==> config.mk <==
export PLATFORM = sky130hd
export DESIGN_NAME = gdpc_top
export DESIGN_NICKNAME = d
export VERILOG_FILES = /design/src/gdpc_top.v /design/src/gdpc_pin_filter.v /design/src/gdpc_duty_gen.v
export VERILOG_INCLUDE_DIRS = /design/src /design/src/src
export SDC_FILE = /design/constraint.sdc
export NUM_CORES = 1
export LEC_CHECK = 0
export BUFFER_PORTS_ARGS = -buffer_cell sky130_fd_sc_hd__buf_2
export CAP_MARGIN = 40
export CORE_UTILIZATION = 40
export CTS_CLUSTER_SIZE = 10
export DETAILED_ROUTE_END_ITERATION = 10
export PLACE_DENSITY = 0.64
export SLEW_MARGIN = 20
export SYNTH_ARGS = -nofsm -noshare
export SYNTH_HDL_FRONTEND = slang
export SYNTH_SLANG_ARGS = --single-unit
==> constraint.sdc <==
create_clock -name hclk -period 5.6 [get_ports hclk]
set_input_delay 0.84 -clock hclk [delete_from_list [all_inputs] [get_ports hclk]]
set_output_delay 0.84 -clock hclk [all_outputs]
set_load 0.05 [all_outputs]
==> src/gdpc_defines.vh <==
// Constants shared by the gate driver protection control block
`ifndef GDPC_DEFINES_VH
`define GDPC_DEFINES_VH

// ---------------------------------------------------------------
// Clock and timing
// ---------------------------------------------------------------
`define GDPC_CLK_PERIOD_NS      25
`define GDPC_INPUT_FILTER_NS    40
`define GDPC_LOCKOUT_DEGLITCH_NS 1000
`define GDPC_MID_LEVEL_HOLD_NS  500
`define GDPC_FAULT_MUTE_NS      2000
`define GDPC_RESET_FILTER_NS    1000
`define GDPC_SENSE_PERIOD_NS    2500

// ---------------------------------------------------------------
// Analog sense to duty mapping (millivolts, percent)
// ---------------------------------------------------------------
`define GDPC_SENSE_MIN_MV       13'h0258
`define GDPC_SENSE_MAX_MV       13'h1194
`define GDPC_DUTY_MIN_PCT       7'h0A
`define GDPC_DUTY_MAX_PCT       7'h58
`define GDPC_MV_PER_PCT         13'h0032

// ---------------------------------------------------------------
// Register byte addresses
// ---------------------------------------------------------------
`define GDPC_ADDR_CTRL          4'h0
`define GDPC_ADDR_STATUS        4'h4
`define GDPC_ADDR_DUTY          4'h8

// ---------------------------------------------------------------
// Register fields
// ---------------------------------------------------------------
`define GDPC_CTRL_ENABLE        0
`define GDPC_CTRL_RESET         1'h1
`define GDPC_ST_LOCKOUT         0
`define GDPC_ST_VCC_LOCK        1
`define GDPC_ST_VDD_LOCK        2
`define GDPC_ST_FAULT           3
`define GDPC_ST_MUTE            4
`define GDPC_ST_GATE_HIGH       5
`define GDPC_ST_ENABLED         6
`define GDPC_ST_STATE_LSB       8

// ---------------------------------------------------------------
// AHB-Lite codes
// ---------------------------------------------------------------
`define GDPC_HTRANS_NONSEQ      2'h2
`define GDPC_HSIZE_WORD         3'h2

`endif

==> src/gdpc_top.v <==
// Gate driver protection control with AHB-Lite register slave
//
// Operation
// - Either supply in lockout holds gate low.
// - Gate high only when both supplies good.
// - Output supply lockout uses hysteresis comparator pair.
// - Lockout detection passes a deglitch filter.
// - Power-good open drain pulled low in lockout.
// - Lockout stops sense channel, output held low.
// - Open output supply enables active gate pulldown.
// - Clamp drive on when gate below threshold and output supply not open.
// - Overcurrent pin pulled low unless gate high.
// - Overcurrent evaluated only while gate is high.
// - Overcurrent starts two-level off, signals fault.
// - After fault, gate low until valid reset.
// - Mid level held fixed time, then soft off.
// - Fault output latched low until reset.
// - Reset requests ignored during fault mute time.
// - Floating reset/enable reads low, device disabled.
// - Long low reset clears fault on rise.
// - Reset/enable low gives regular turn-off.
// - Sense 0.6-4.5 V maps to 88-10 percent.
// - Floating sense gives 400 kHz, ten percent.
// - PWM and reset inputs pass 40 ns filter.
// - Floating PWM inputs hold gate low.
//
// The placing of the registers and the AHB-Lite slave port were chosen for this implementation.
`timescale 1ns/1ps
`default_nettype none
`include "gdpc_defines.vh"

module gdpc_top #(
  parameter LOCKOUT_DEGLITCH_NS = `GDPC_LOCKOUT_DEGLITCH_NS,
  parameter MID_LEVEL_HOLD_NS   = `GDPC_MID_LEVEL_HOLD_NS,
  parameter FAULT_MUTE_NS       = `GDPC_FAULT_MUTE_NS,
  parameter RESET_FILTER_NS     = `GDPC_RESET_FILTER_NS
) (
  input  wire        hclk,
  input  wire        hresetn,
  input  wire        hsel,
  input  wire [31:0] haddr,
  input  wire [1:0]  htrans,
  input  wire        hwrite,
  input  wire [2:0]  hsize,
  input  wire [31:0] hwdata,
  input  wire        hready,
  output wire        hreadyout,
  output wire        hresp,
  output reg  [31:0] hrdata,
  input  wire        pwm_in_pos,
  input  wire        pwm_in_neg,
  input  wire        pwm_inputs_float,
  input  wire        reset_enable_n,
  input  wire        vcc_above_lockout,
  input  wire        vdd_above_exit,
  input  wire        vdd_above_entry,
  input  wire        vdd_open,
  input  wire        gate_below_clamp,
  input  wire        gate_at_neg_rail,
  input  wire        overcurrent_above,
  input  wire [12:0] analog_sense_in,
  output reg         gate_drive_out,
  output reg         gate_regular_off,
  output reg         mid_level_en,
  output reg         soft_off_en,
  output reg         active_pulldown,
  output reg         clamp_drive,
  output reg         overcurrent_sense_pulldown,
  output wire        power_good_o,
  output reg         power_good_oe_n,
  output wire        fault_out_n_o,
  output reg         fault_out_n_oe_n,
  output wire        sensed_duty_out
);

  // ---------------------------------------------------------------
  // Cycle counts derived from times
  // ---------------------------------------------------------------
  localparam CLK_NS = `GDPC_CLK_PERIOD_NS;
  localparam IN_FILT_CYC =
    (`GDPC_INPUT_FILTER_NS + CLK_NS - 1) / CLK_NS;
  localparam LOCK_CYC = (LOCKOUT_DEGLITCH_NS + CLK_NS - 1) / CLK_NS;
  localparam MID_CYC  = (MID_LEVEL_HOLD_NS + CLK_NS - 1) / CLK_NS;
  localparam MUTE_CYC = (FAULT_MUTE_NS + CLK_NS - 1) / CLK_NS;
  localparam RST_CYC  = (RESET_FILTER_NS + CLK_NS - 1) / CLK_NS + 1;
  localparam SENSE_PERIOD = `GDPC_SENSE_PERIOD_NS / CLK_NS;

  localparam ST_OFF  = 3'h0;
  localparam ST_ON   = 3'h1;
  localparam ST_MID  = 3'h2;
  localparam ST_SOFT = 3'h3;
  localparam ST_HOLD = 3'h4;

  // ---------------------------------------------------------------
  // Pin filters
  // ---------------------------------------------------------------
  wire [3:0] ctl_f;
  wire [2:0] sup_f;
  wire [4:0] cmp_f;

  gdpc_pin_filter #(.WIDTH(4), .CYCLES(IN_FILT_CYC)) u_ctl_filt (
    .hclk    (hclk),
    .hresetn (hresetn),
    .pin     ({pwm_inputs_float, reset_enable_n, pwm_in_neg,
               pwm_in_pos}),
    .level   (ctl_f)
  );

  gdpc_pin_filter #(.WIDTH(3), .CYCLES(LOCK_CYC)) u_sup_filt (
    .hclk    (hclk),
    .hresetn (hresetn),
    .pin     ({vdd_above_entry, vdd_above_exit, vcc_above_lockout}),
    .level   (sup_f)
  );

  gdpc_pin_filter #(.WIDTH(5), .CYCLES(1)) u_cmp_filt (
    .hclk    (hclk),
    .hresetn (hresetn),
    .pin     ({overcurrent_above, gate_at_neg_rail, gate_below_clamp,
               vdd_open, 1'b0}),
    .level   (cmp_f)
  );

  wire in_pos   = ctl_f[0];
  wire in_neg   = ctl_f[1];
  wire rst_en   = ctl_f[2];
  wire in_float = ctl_f[3];
  wire vcc_ok   = sup_f[0];
  wire vdd_exit = sup_f[1];
  wire vdd_entr = sup_f[2];
  wire vdd_opn  = cmp_f[1];
  wire below_cl = cmp_f[2];
  wire at_rail  = cmp_f[3];
  wire oc_hit   = cmp_f[4];

  // ---------------------------------------------------------------
  // Registers and internal state
  // ---------------------------------------------------------------
  reg        ctrl_enable;
  reg        vdd_lock;
  reg        fault;
  reg [15:0] mute_cnt;
  reg [15:0] rst_cnt;
  reg        rst_armed;
  reg        rst_en_d;
  reg [2:0]  state;
  reg [15:0] mid_cnt;
  reg [12:0] sense1;
  reg [12:0] sense2;
  reg [12:0] sense3;
  reg [12:0] sense_mv;
  reg [6:0]  duty;
  reg        wr_pend;
  reg [3:0]  wr_addr;

  wire lockout  = !vcc_ok || vdd_lock;
  // Floating reset/enable reads low through the pulldown
  wire enabled  = rst_en && ctrl_enable;
  wire drive_rq = in_pos && !in_neg && !in_float;
  wire muted    = (mute_cnt != 16'h0000);
  wire gate_on  = (state == ST_ON) && !lockout && !vdd_opn;
  wire oc_event = gate_on && oc_hit;
  wire rst_rise = rst_en && !rst_en_d;
  wire fault_clr = rst_rise && rst_armed;

  // ---------------------------------------------------------------
  // Output supply lockout with hysteresis
  // ---------------------------------------------------------------
  always @(posedge hclk or negedge hresetn) begin
    if (!hresetn) begin
      vdd_lock <= 1'b1;
    end else if (!vdd_entr) begin
      vdd_lock <= 1'b1;
    end else if (vdd_exit) begin
      vdd_lock <= 1'b0;
    end
  end

  // ---------------------------------------------------------------
  // Fault latch, mute timer and reset qualification
  // ---------------------------------------------------------------
  always @(posedge hclk or negedge hresetn) begin
    if (!hresetn) begin
      fault     <= 1'b0;
      mute_cnt  <= 16'h0000;
      rst_cnt   <= 16'h0000;
      rst_armed <= 1'b0;
      rst_en_d  <= 1'b0;
    end else begin
      rst_en_d <= rst_en;
      if (oc_event) begin
        fault     <= 1'b1;
        mute_cnt  <= MUTE_CYC[15:0];
        rst_armed <= 1'b0;
        rst_cnt   <= 16'h0000;
      end else begin
        if (fault_clr) begin
          fault <= 1'b0;
        end
        if (muted) begin
          mute_cnt <= mute_cnt - 16'h0001;
        end
        if (rst_en || muted) begin
          rst_cnt <= 16'h0000;
          if (rst_en) begin
            rst_armed <= 1'b0;
          end
        end else if (rst_cnt >= RST_CYC[15:0]) begin
          rst_armed <= fault;
        end else begin
          rst_cnt <= rst_cnt + 16'h0001;
        end
      end
    end
  end

  // ---------------------------------------------------------------
  // Gate state machine
  // ---------------------------------------------------------------
  always @(posedge hclk or negedge hresetn) begin
    if (!hresetn) begin
      state   <= ST_OFF;
      mid_cnt <= 16'h0000;
    end else begin
      case (state)
        ST_OFF: begin
          // Both supplies good, enabled, no latched fault
          if (!lockout && enabled && drive_rq && !fault) begin
            state <= ST_ON;
          end
        end
        ST_ON: begin
          if (lockout) begin
            state <= ST_OFF;
          end else if (oc_event) begin
            state   <= ST_MID;
            mid_cnt <= 16'h0000;
          end else if (!enabled || !drive_rq) begin
            state <= ST_OFF;
          end
        end
        ST_MID: begin
          if (lockout) begin
            state <= ST_HOLD;
          end else if (mid_cnt >= MID_CYC[15:0] - 16'h0001) begin
            state <= ST_SOFT;
          end else begin
            mid_cnt <= mid_cnt + 16'h0001;
          end
        end
        ST_SOFT: begin
          if (at_rail || lockout) begin
            state <= ST_HOLD;
          end
        end
        ST_HOLD: begin
          if (!fault) begin
            state <= ST_OFF;
          end
        end
        default: begin
          state <= ST_OFF;
        end
      endcase
    end
  end

  // ---------------------------------------------------------------
  // Pin drive outputs
  // ---------------------------------------------------------------
  always @(posedge hclk or negedge hresetn) begin
    if (!hresetn) begin
      gate_drive_out             <= 1'b0;
      gate_regular_off           <= 1'b1;
      mid_level_en               <= 1'b0;
      soft_off_en                <= 1'b0;
      active_pulldown            <= 1'b0;
      clamp_drive                <= 1'b0;
      overcurrent_sense_pulldown <= 1'b1;
      power_good_oe_n            <= 1'b0;
      fault_out_n_oe_n           <= 1'b1;
    end else begin
      gate_drive_out   <= gate_on;
      mid_level_en     <= (state == ST_MID);
      soft_off_en      <= (state == ST_SOFT);
      gate_regular_off <= (state == ST_OFF || state == ST_HOLD ||
                           lockout) && !vdd_opn;
      active_pulldown  <= vdd_opn;
      clamp_drive      <= below_cl && !vdd_opn;
      overcurrent_sense_pulldown <= !gate_on;
      power_good_oe_n  <= !lockout;
      fault_out_n_oe_n <= !fault;
    end
  end

  assign power_good_o  = 1'b0;
  assign fault_out_n_o = 1'b0;

  // ---------------------------------------------------------------
  // Sense channel: capture code, map to duty
  // ---------------------------------------------------------------
  always @(posedge hclk or negedge hresetn) begin
    if (!hresetn) begin
      sense1   <= 13'h0000;
      sense2   <= 13'h0000;
      sense3   <= 13'h0000;
      sense_mv <= 13'h0000;
      duty     <= `GDPC_DUTY_MIN_PCT;
    end else begin
      sense1 <= analog_sense_in;
      sense2 <= sense1;
      sense3 <= sense2;
      if (sense2 == sense3) begin
        sense_mv <= sense3;
      end
      if (sense_mv >= `GDPC_SENSE_MAX_MV) begin
        duty <= `GDPC_DUTY_MIN_PCT;
      end else if (sense_mv <= `GDPC_SENSE_MIN_MV) begin
        duty <= `GDPC_DUTY_MAX_PCT;
      end else begin
        duty <= `GDPC_DUTY_MIN_PCT + sense_step(sense_mv);
      end
    end
  end

  function [6:0] sense_step;
    input [12:0] mv;
    reg   [12:0] q;
    begin
      q = (`GDPC_SENSE_MAX_MV - mv) / `GDPC_MV_PER_PCT;
      sense_step = q[6:0];
    end
  endfunction

  gdpc_duty_gen #(.PERIOD(SENSE_PERIOD)) u_duty (
    .hclk        (hclk),
    .hresetn     (hresetn),
    .run         (!lockout),
    .high_cycles (duty),
    .pwm         (sensed_duty_out)
  );

  // ---------------------------------------------------------------
  // AHB-Lite slave, zero wait states
  // ---------------------------------------------------------------
  wire take   = hsel && hready && (htrans == `GDPC_HTRANS_NONSEQ);
  wire [31:0] status_word = {21'h000000, state, 1'b0, enabled,
                             (state == ST_ON), muted, fault,
                             vdd_lock, !vcc_ok, lockout};

  assign hreadyout = 1'b1;
  assign hresp     = 1'b0;

  always @(posedge hclk or negedge hresetn) begin
    if (!hresetn) begin
      wr_pend     <= 1'b0;
      wr_addr     <= 4'h0;
      ctrl_enable <= `GDPC_CTRL_RESET;
      hrdata      <= 32'h0000_0000;
    end else begin
      wr_pend <= take && hwrite && (hsize == `GDPC_HSIZE_WORD);
      wr_addr <= haddr[3:0];
      if (wr_pend && wr_addr == `GDPC_ADDR_CTRL) begin
        ctrl_enable <= hwdata[`GDPC_CTRL_ENABLE];
      end
      if (take && !hwrite) begin
        case (haddr[11:0])
          {8'h00, `GDPC_ADDR_CTRL}: begin
            hrdata <= {31'h00000000, ctrl_enable};
          end
          {8'h00, `GDPC_ADDR_STATUS}: begin
            hrdata <= status_word;
          end
          {8'h00, `GDPC_ADDR_DUTY}: begin
            hrdata <= {25'h0000000, duty};
          end
          default: begin
            hrdata <= 32'h0000_0000;
          end
        endcase
      end
    end
  end

endmodule

`default_nettype wire

==> src/gdpc_pin_filter.v <==
// Pin synchroniser with per-bit deglitch filter
`timescale 1ns/1ps
`default_nettype none

module gdpc_pin_filter #(
  parameter WIDTH  = 1,
  parameter CYCLES = 2
) (
  input  wire             hclk,
  input  wire             hresetn,
  input  wire [WIDTH-1:0] pin,
  output wire [WIDTH-1:0] level
);

  reg [WIDTH-1:0] sync1;
  reg [WIDTH-1:0] sync2;
  reg [WIDTH-1:0] sync3;

  // ---------------------------------------------------------------
  // Three flops; a change counts once stages two and three agree
  // ---------------------------------------------------------------
  always @(posedge hclk or negedge hresetn) begin
    if (!hresetn) begin
      sync1 <= {WIDTH{1'b0}};
      sync2 <= {WIDTH{1'b0}};
      sync3 <= {WIDTH{1'b0}};
    end else begin
      sync1 <= pin;
      sync2 <= sync1;
      sync3 <= sync2;
    end
  end

  // ---------------------------------------------------------------
  // Output follows only after the new level held CYCLES cycles
  // ---------------------------------------------------------------
  genvar i;
  generate
    for (i = 0; i < WIDTH; i = i + 1) begin : g_bit
      reg [15:0] cnt;
      reg        out;
      assign level[i] = out;
      always @(posedge hclk or negedge hresetn) begin
        if (!hresetn) begin
          cnt <= 16'h0000;
          out <= 1'b0;
        end else if (sync2[i] != sync3[i] || sync3[i] == out) begin
          cnt <= 16'h0000;
        end else if (cnt >= CYCLES[15:0] - 16'h0001) begin
          cnt <= 16'h0000;
          out <= sync3[i];
        end else begin
          cnt <= cnt + 16'h0001;
        end
      end
    end
  endgenerate

endmodule

`default_nettype wire

==> src/gdpc_duty_gen.v <==
// Fixed-period duty cycle generator for the sense channel
`timescale 1ns/1ps
`default_nettype none

module gdpc_duty_gen #(
  parameter PERIOD = 100
) (
  input  wire       hclk,
  input  wire       hresetn,
  input  wire       run,
  input  wire [6:0] high_cycles,
  output reg        pwm
);

  reg [6:0] cnt;

  // ---------------------------------------------------------------
  // Period counter; output forced low when stopped
  // ---------------------------------------------------------------
  always @(posedge hclk or negedge hresetn) begin
    if (!hresetn) begin
      cnt <= 7'h00;
      pwm <= 1'b0;
    end else if (!run) begin
      cnt <= 7'h00;
      pwm <= 1'b0;
    end else begin
      if (cnt >= PERIOD[6:0] - 7'h01) begin
        cnt <= 7'h00;
      end else begin
        cnt <= cnt + 7'h01;
      end
      pwm <= (cnt < high_cycles);
    end
  end

endmodule

`default_nettype wire

Yosys cells after proc, flatten, opt, wreduce, memory -nomap -nowiden
Cells that the tools add are included.

word-level totals
  register bits = 389
  bits of input ports = 98
  word-level logic and storage cells = 272

operators by class
  $add $sub $neg = 17
  div/mod/pow operators = 1
  $lt $le $gt $ge = 17
  equal/unequal tests = 43
  multiplexer cells = 55
  bitwise logic cells = 11
  reductions and logical operators = 69

operator list
  operator                                                            number
  two-way mux 16 bit                                                  31
  adder 16 x 1 -> 16 bit, second input constant                       13
  greater-or-equal comparator 16 x 1 -> 1 bit, second input constant  8
  greater-or-equal comparator 16 x 6 -> 1 bit, second input constant  4
  case mux 11 bit (3 select lines)                                    1
  case mux 16 bit (2 select lines)                                    1
  two-way mux 7 bit                                                   4
  two-way mux 3 bit                                                   8
  AND reduction 2 bit                                                 12
  logical AND 1 bit                                                   19
  logical OR 1 bit                                                    17
  greater-or-equal comparator 16 x 5 -> 1 bit, second input constant  1
  nonzero test 16 bit                                                 1
  subtractor 16 x 1 -> 16 bit, second input constant                  1
  case mux 3 bit (5 select lines)                                     1
  != test 2 bit, second input constant                                7
  divider 13 x 6 -> 13 bit, second input constant                     1
  == test 13 bit                                                      1
  greater-or-equal comparator 13 bit, second input constant           1
  <= comparator 13 x 10 -> 1 bit, second input constant               1
  subtractor 13 bit, first input constant                             1
  == test 12 x 3 -> 1 bit, second input constant                      1
  == test 12 x 4 -> 1 bit, second input constant                      1
  zero test 12 bit                                                    1
  other kinds (22)                                                    76

Logic depth before layout (Yosys ltp)
  depth in word-level cells = 9
  gate-level depth with buffers = 26
  mapped depth without buffers = 24

By module
From an unflattened synthesis, not the netlist that was laid out.

second synthesis, totals
  cell total of the unflattened synthesis = 1142
  area total of the unflattened synthesis = 13551.7 um2

by module, submodules not included
  module                        times used  cells each  area each (um2)  sequential area each (um2)
  gdpc_top                      1           732         7348.3           3487.1
  gdpc_pin_filter (u_ctl_filt)  1           169         2881.5           2001.9
  gdpc_pin_filter (u_sup_filt)  1           156         2194.6           1501.4
  gdpc_pin_filter (u_cmp_filt)  1           30          594.3            500.5
  gdpc_duty_gen                 1           55          533.0            200.2

Worst setup path after synthesis
OpenSTA, ideal clock, no wires.

  path kind = flip-flop to flip-flop
  start point = register sense_mv[0]
  end point = register duty[5]
  setup time = 0.158 ns
  arrival time = 5.206 ns
  required time = 5.442 ns
  path slack = 0.236 ns
  cell stages (with the launch flop) = 26
  path buffers = 1
  clock period less this slack = 5.364 ns
  path through = dfrtp_1 inv_1 ha_1 and2b_4 o21ai_1 a2111oi_4 nand2_1 a211oi_2 o21ai_2 and2_4 or3_1 buf_6 o21ai_2 a21oi_1 or3_4 a21oi_2 xnor2_1 a21oi_2 or3b_1 a22o_1 nand2_1 ha_1 nand2b_1 nand2_1 xnor2_1 nor3_1

between the ends
  cells in the longest elaborated chain, start to end = 5

RTL lines
  element                             line            RTL
  from (decl)                         gdpc_top.v:151  reg [12:0] sense_mv;
  from (signal assigned)              gdpc_top.v:314  sense_mv <= sense3;
  subtractor 13 bit (no line)         n/a
  divider 13 x 6 -> 13 bit (no line)  n/a
  adder 4 x 7 -> 7 bit (no line)      n/a
  two-way mux 7 bit                   gdpc_top.v:318  end else if (sense_mv <= `GDPC_SENSE_MIN_MV) begin
  two-way mux 7 bit *                 gdpc_top.v:316  if (sense_mv >= `GDPC_SENSE_MAX_MV) begin
  to (signal assigned)                gdpc_top.v:317  duty <= `GDPC_DUTY_MIN_PCT;
  to (signal assigned)                gdpc_top.v:319  duty <= `GDPC_DUTY_MAX_PCT;
  to (signal assigned)                gdpc_top.v:321  duty <= `GDPC_DUTY_MIN_PCT + sense_step(sense_mv);
  to (decl)                           gdpc_top.v:152  reg [6:0] duty;

Every way passes the cells marked *; elsewhere a longest branch is shown, timed or not.
A chain may end at the register's enable or synchronous reset.

Worst setup path in the final report
Same ends and word-level chain as after synthesis.

==> metrics.cfg <==
[status]
outcome = finished clean

[clock_tree]
cts_buffers = 37
clockBufferDepth = 3
clkTransAtPathRegs_ns = 0.05
clock_latency_ns = 0.51
clockRootBuffer = clkbuf_16
clkSinkCount = 303
cts_tree = built
cts.htree.levels = 2

[pwr]
p_leak_nw = 7.286
powerDensity_nw_per_um2 = 325.7
irDropWorstVdd_uv = 209.5
power_mw = 5.230

[logic_synthesis]
synth_cells = 1146
yosysSeqAreaShare = 0.5829
synth.avg_cell_area_um2 = 11.36
ys_warn_count = 0
synth_ff_type = dfrtp_1
ys_types = 99
synth_edf_count = 0
synth-simple-area-share = 0.1615
async_reset_ff_frac = 1.000
synth_area_um2 = 13020
synth-xor-area-share = 0.05092
synth_top_family_by_area = simple AND/OR/NAND/NOR gates
synthMuxAreaShare = 0.01700
synth_compound_area_frac = 0.1193
synthAdderAreaFrac = 0.03372
ys_ff_latch = 303

[finish]
syn2layout_area_growth_pct = 23.30
drive_gt1_frac = 0.2095
fill_cells = 2834
antennaDiodeCount = 0
nNetsFinal = 1522

[flow_run]
maxCapViolCount = 0

[place]
globalplace.congestion = 0.8263
port_buffers = 66
dp_slack_ns = 0.07512
dp_hpwl_um = 16900

[critical_path]
crit_path_end_kind = register
path_max_fanout = 6
critPathSlowestCell = a2111oi_4
startpoint_type = register
required_ns = 6.02
critPathBufInv = 3
cp.arrival_ns = 5.83
crit_family = compound AO/OA/AOI/OAI gates
cpPeakStageDelay_ns = 0.48
path_cells = inv_1 -> ha_2 -> and2b_4 -> o21ai_2 -> a2111oi_4 -> buf_4 -> a31oi_2 -> mux2i_2 -> o21ai_4 -> and2_4 -> or3_4 -> o21ai_4 -> a21oi_2 -> or3_4 -> mux2_4 -> buf_4 -> o41a_1 -> a22o_1 -> nand2_2 -> ha_2 -> nand2b_4 -> nand2_1 -> xnor2_1 -> nor3_1
crit_type = reg2reg

[timing]
clock.fmax_mhz = 184.8
finalHoldViolations = 0
maxSlewViolCount = 0
slew-limit-headroom = 0.3510
setup_slack_ns = 0.1901
setup_viol = 0
tightest_slew_ns = 0.9665
fin_worst_skew_ns = 0.01236
fin_crit_sh = 0.9661
period_minus_slack_ns = 5.410

[floorplan]
fp.dieW_um = 182.4
core_um2 = 31800
fp-row-count = 65
die_y_um = 182.4
die-area_um2 = 33280
start_util = 0.4096
ioPinCount = 144

[drt]
drt-initial-drc-count = 429
via_per_inst = 4.784
drt-total-wl_um = 24280
via_count = 8841
ant_nets = 0
dr.pass1.iters = 5
drc = 0
drt-wirelength-per-cell_um = 13.14

[global_routing]
met2_usage = 0.2426
track_usage = 0.1479
use_met3 = 0.02854
grt-busiest-layer = met2
grt_pass1_wl_um = 40890
grt_pass1_vias = 8699
grt_max_degree = 129
grtUsageMet1 = 0.1965
antenna_found_initial = 0
grt_overflow_total = 0

[worst_hold_path]
hold_path_class = reg2reg

-- timing repair --
action | 4_1_cts | 5_1_grt
endpoints found under the setup margin | 0 | 6
resized for setup | 0 | 54
hold buffers | 0 | 0
setup buffers | 0 | 7
-- state kept, by name, summed over array words and instances, names as in the netlist, 7 cells and up --
signal,cells
u_ctl_filt.g_bit.cnt,64
u_sup_filt.g_bit.cnt,48
mid_cnt,16
mute_cnt,16
rst_cnt,16
sense1,13
sense2,13
sense3,13
sense_mv,13
hrdata,10
duty,7
u_duty.cnt,7
-- worst reg2reg max path: cells and delay by family, from the launching register on --
family                     cells  cell delay, ns
AOI/OAI and AO/OA              8            1.75
and+or+nand+nor                8            1.73
adders and majority gates      2            0.37
buffers and inverters          3            0.41
xor gates and xnor gates       1            0.12
muxes                          2            0.60
DFF                            1            0.34
-- area by class of cell --
cell class,count,area (µm²),area share
Clock buffer,55,1045,0.06506
Tap cell,435,544.3,0.03389
Clock inverter,4,98.84,0.006156
Multi-Input combinational cell,868,5648,0.3517
Inverter,33,123.9,0.007714
Timing Repair Buffer,150,1006,0.06265
Sequential cell,303,7592,0.4728
-- metal layers --
layer / vias to the layer above / routed length (µm) / part of all wire
met5: - / 0 / 0
met4: 0 / 597 / 0.025
met3: 49 / 1000 / 0.041
met2: 155 / 11540 / 0.48
met1: 4230 / 11140 / 0.46
li1: 4407 / - / -
-- synth_stat cells, types with 8 or more instances --
master | n | area (µm²)
xor2_1 | 25 | 219.0
and2_1 | 16 | 100.1
o21ai_0 | 69 | 345.3
nor2_1 | 116 | 435.4
clkbuf_1 | 9 | 33.78
xnor2_1 | 42 | 367.9
and4_1 | 10 | 87.58
inv_1 | 33 | 123.9
mux2i_1 | 8 | 80.08
a22oi_1 | 9 | 67.56
nor3_1 | 22 | 110.1
dfrtp_1 | 296 | 7407
ha_1 | 31 | 387.9
nor4_1 | 33 | 206.5
a31oi_1 | 14 | 87.58
and3_1 | 18 | 112.6
nor2b_1 | 10 | 62.56
buf_4 | 30 | 225.2
mux2_2 | 10 | 112.6
nand2_1 | 91 | 341.6
a21oi_1 | 39 | 195.2
nand3_1 | 37 | 185.2
-- power by group --
group,internal (mW),leakage [nW],switching (mW)
Combinational,0.256,2.97,0.328
Clock,1.38,0.551,0.842
Sequential,2.33,3.77,0.0988
Total,3.96,7.29,1.27
-- layout by cell type, fill, tap and decap left out, types with 5 or more instances in the layout --
cell type,count
mux2i_1,6
buf_2,66
nor4b_1,6
nand3_1,37
nand4_1,7
xor2_1,23
ha_1,29
inv_1,32
mux2_2,10
nor2_1,115
clkbuf_16,38
a21oi_1,35
a31oi_1,12
and4_1,10
clkbuf_1,14
o21a_1,6
dfrtp_1,295
and3_1,17
a21oi_2,7
nor2b_1,10
xnor2_1,42
dfstp_2,7
a21o_1,7
a22oi_1,8
conb_1,108
nand2_1,89
o21ai_0,65
or3_1,6
nor3_1,20
and2_1,16
nor4_1,30
nand2b_1,6
o21ai_1,5
a211oi_1,5
buf_4,80
-- kinds of logic after synthesis --
| kind of cell | after synthesis |
|---|---|
| AOI/OAI and AO/OA | 223 |
| xor gates and xnor gates | 71 |
| adders and majority gates | 36 |
| buffers and inverters | 81 |
| DFF | 303 |
| muxes | 20 |
| other | 2 |
| and+or+nand+nor | 410 |
-- per-stage QoR --
stage | hold WS [ns] | cell area, µm² | util | std cells | TNS, ns
floorplan | 0.3312 | 13420 | - | 1252 | 0
finish | 0.3443 | 16060 | 0.5050 | 1848 | 0
global route | 0.3493 | 16060 | 0.5050 | 1848 | -0.08937
detailed placement | 0.3347 | 14610 | 0.4593 | 1782 | 0
global placement | 0.3317 | 14600 | 0.4592 | 1781 | 0
CTS | 0.3468 | 15750 | 0.4953 | 1841 | 0
-- final timing paths --
check,start,depth (start not counted),slack [ns],endpoint
setup / recovery,sense_mv[0]$_DFFE_PN0N_,24,0.19,duty[5]$_DFF_PN0_
hold / removal,sense1[0]$_DFF_PN0_,0,0.34,sense2[0]$_DFF_PN0_
setup reg to reg,sense_mv[0]$_DFFE_PN0N_,24,0.19,duty[5]$_DFF_PN0_
hold reg to reg,sense1[0]$_DFF_PN0_,0,0.34,sense2[0]$_DFF_PN0_
max in group asynchronous,hresetn,2,3.92,u_sup_filt.g_bit[2].cnt[15]$_DFF_PN0_
min in group asynchronous,hresetn,1,0.39,u_ctl_filt.g_bit[3].cnt[6]$_DFF_PN0_
Note: power is estimated with default switching activity, not from simulation.
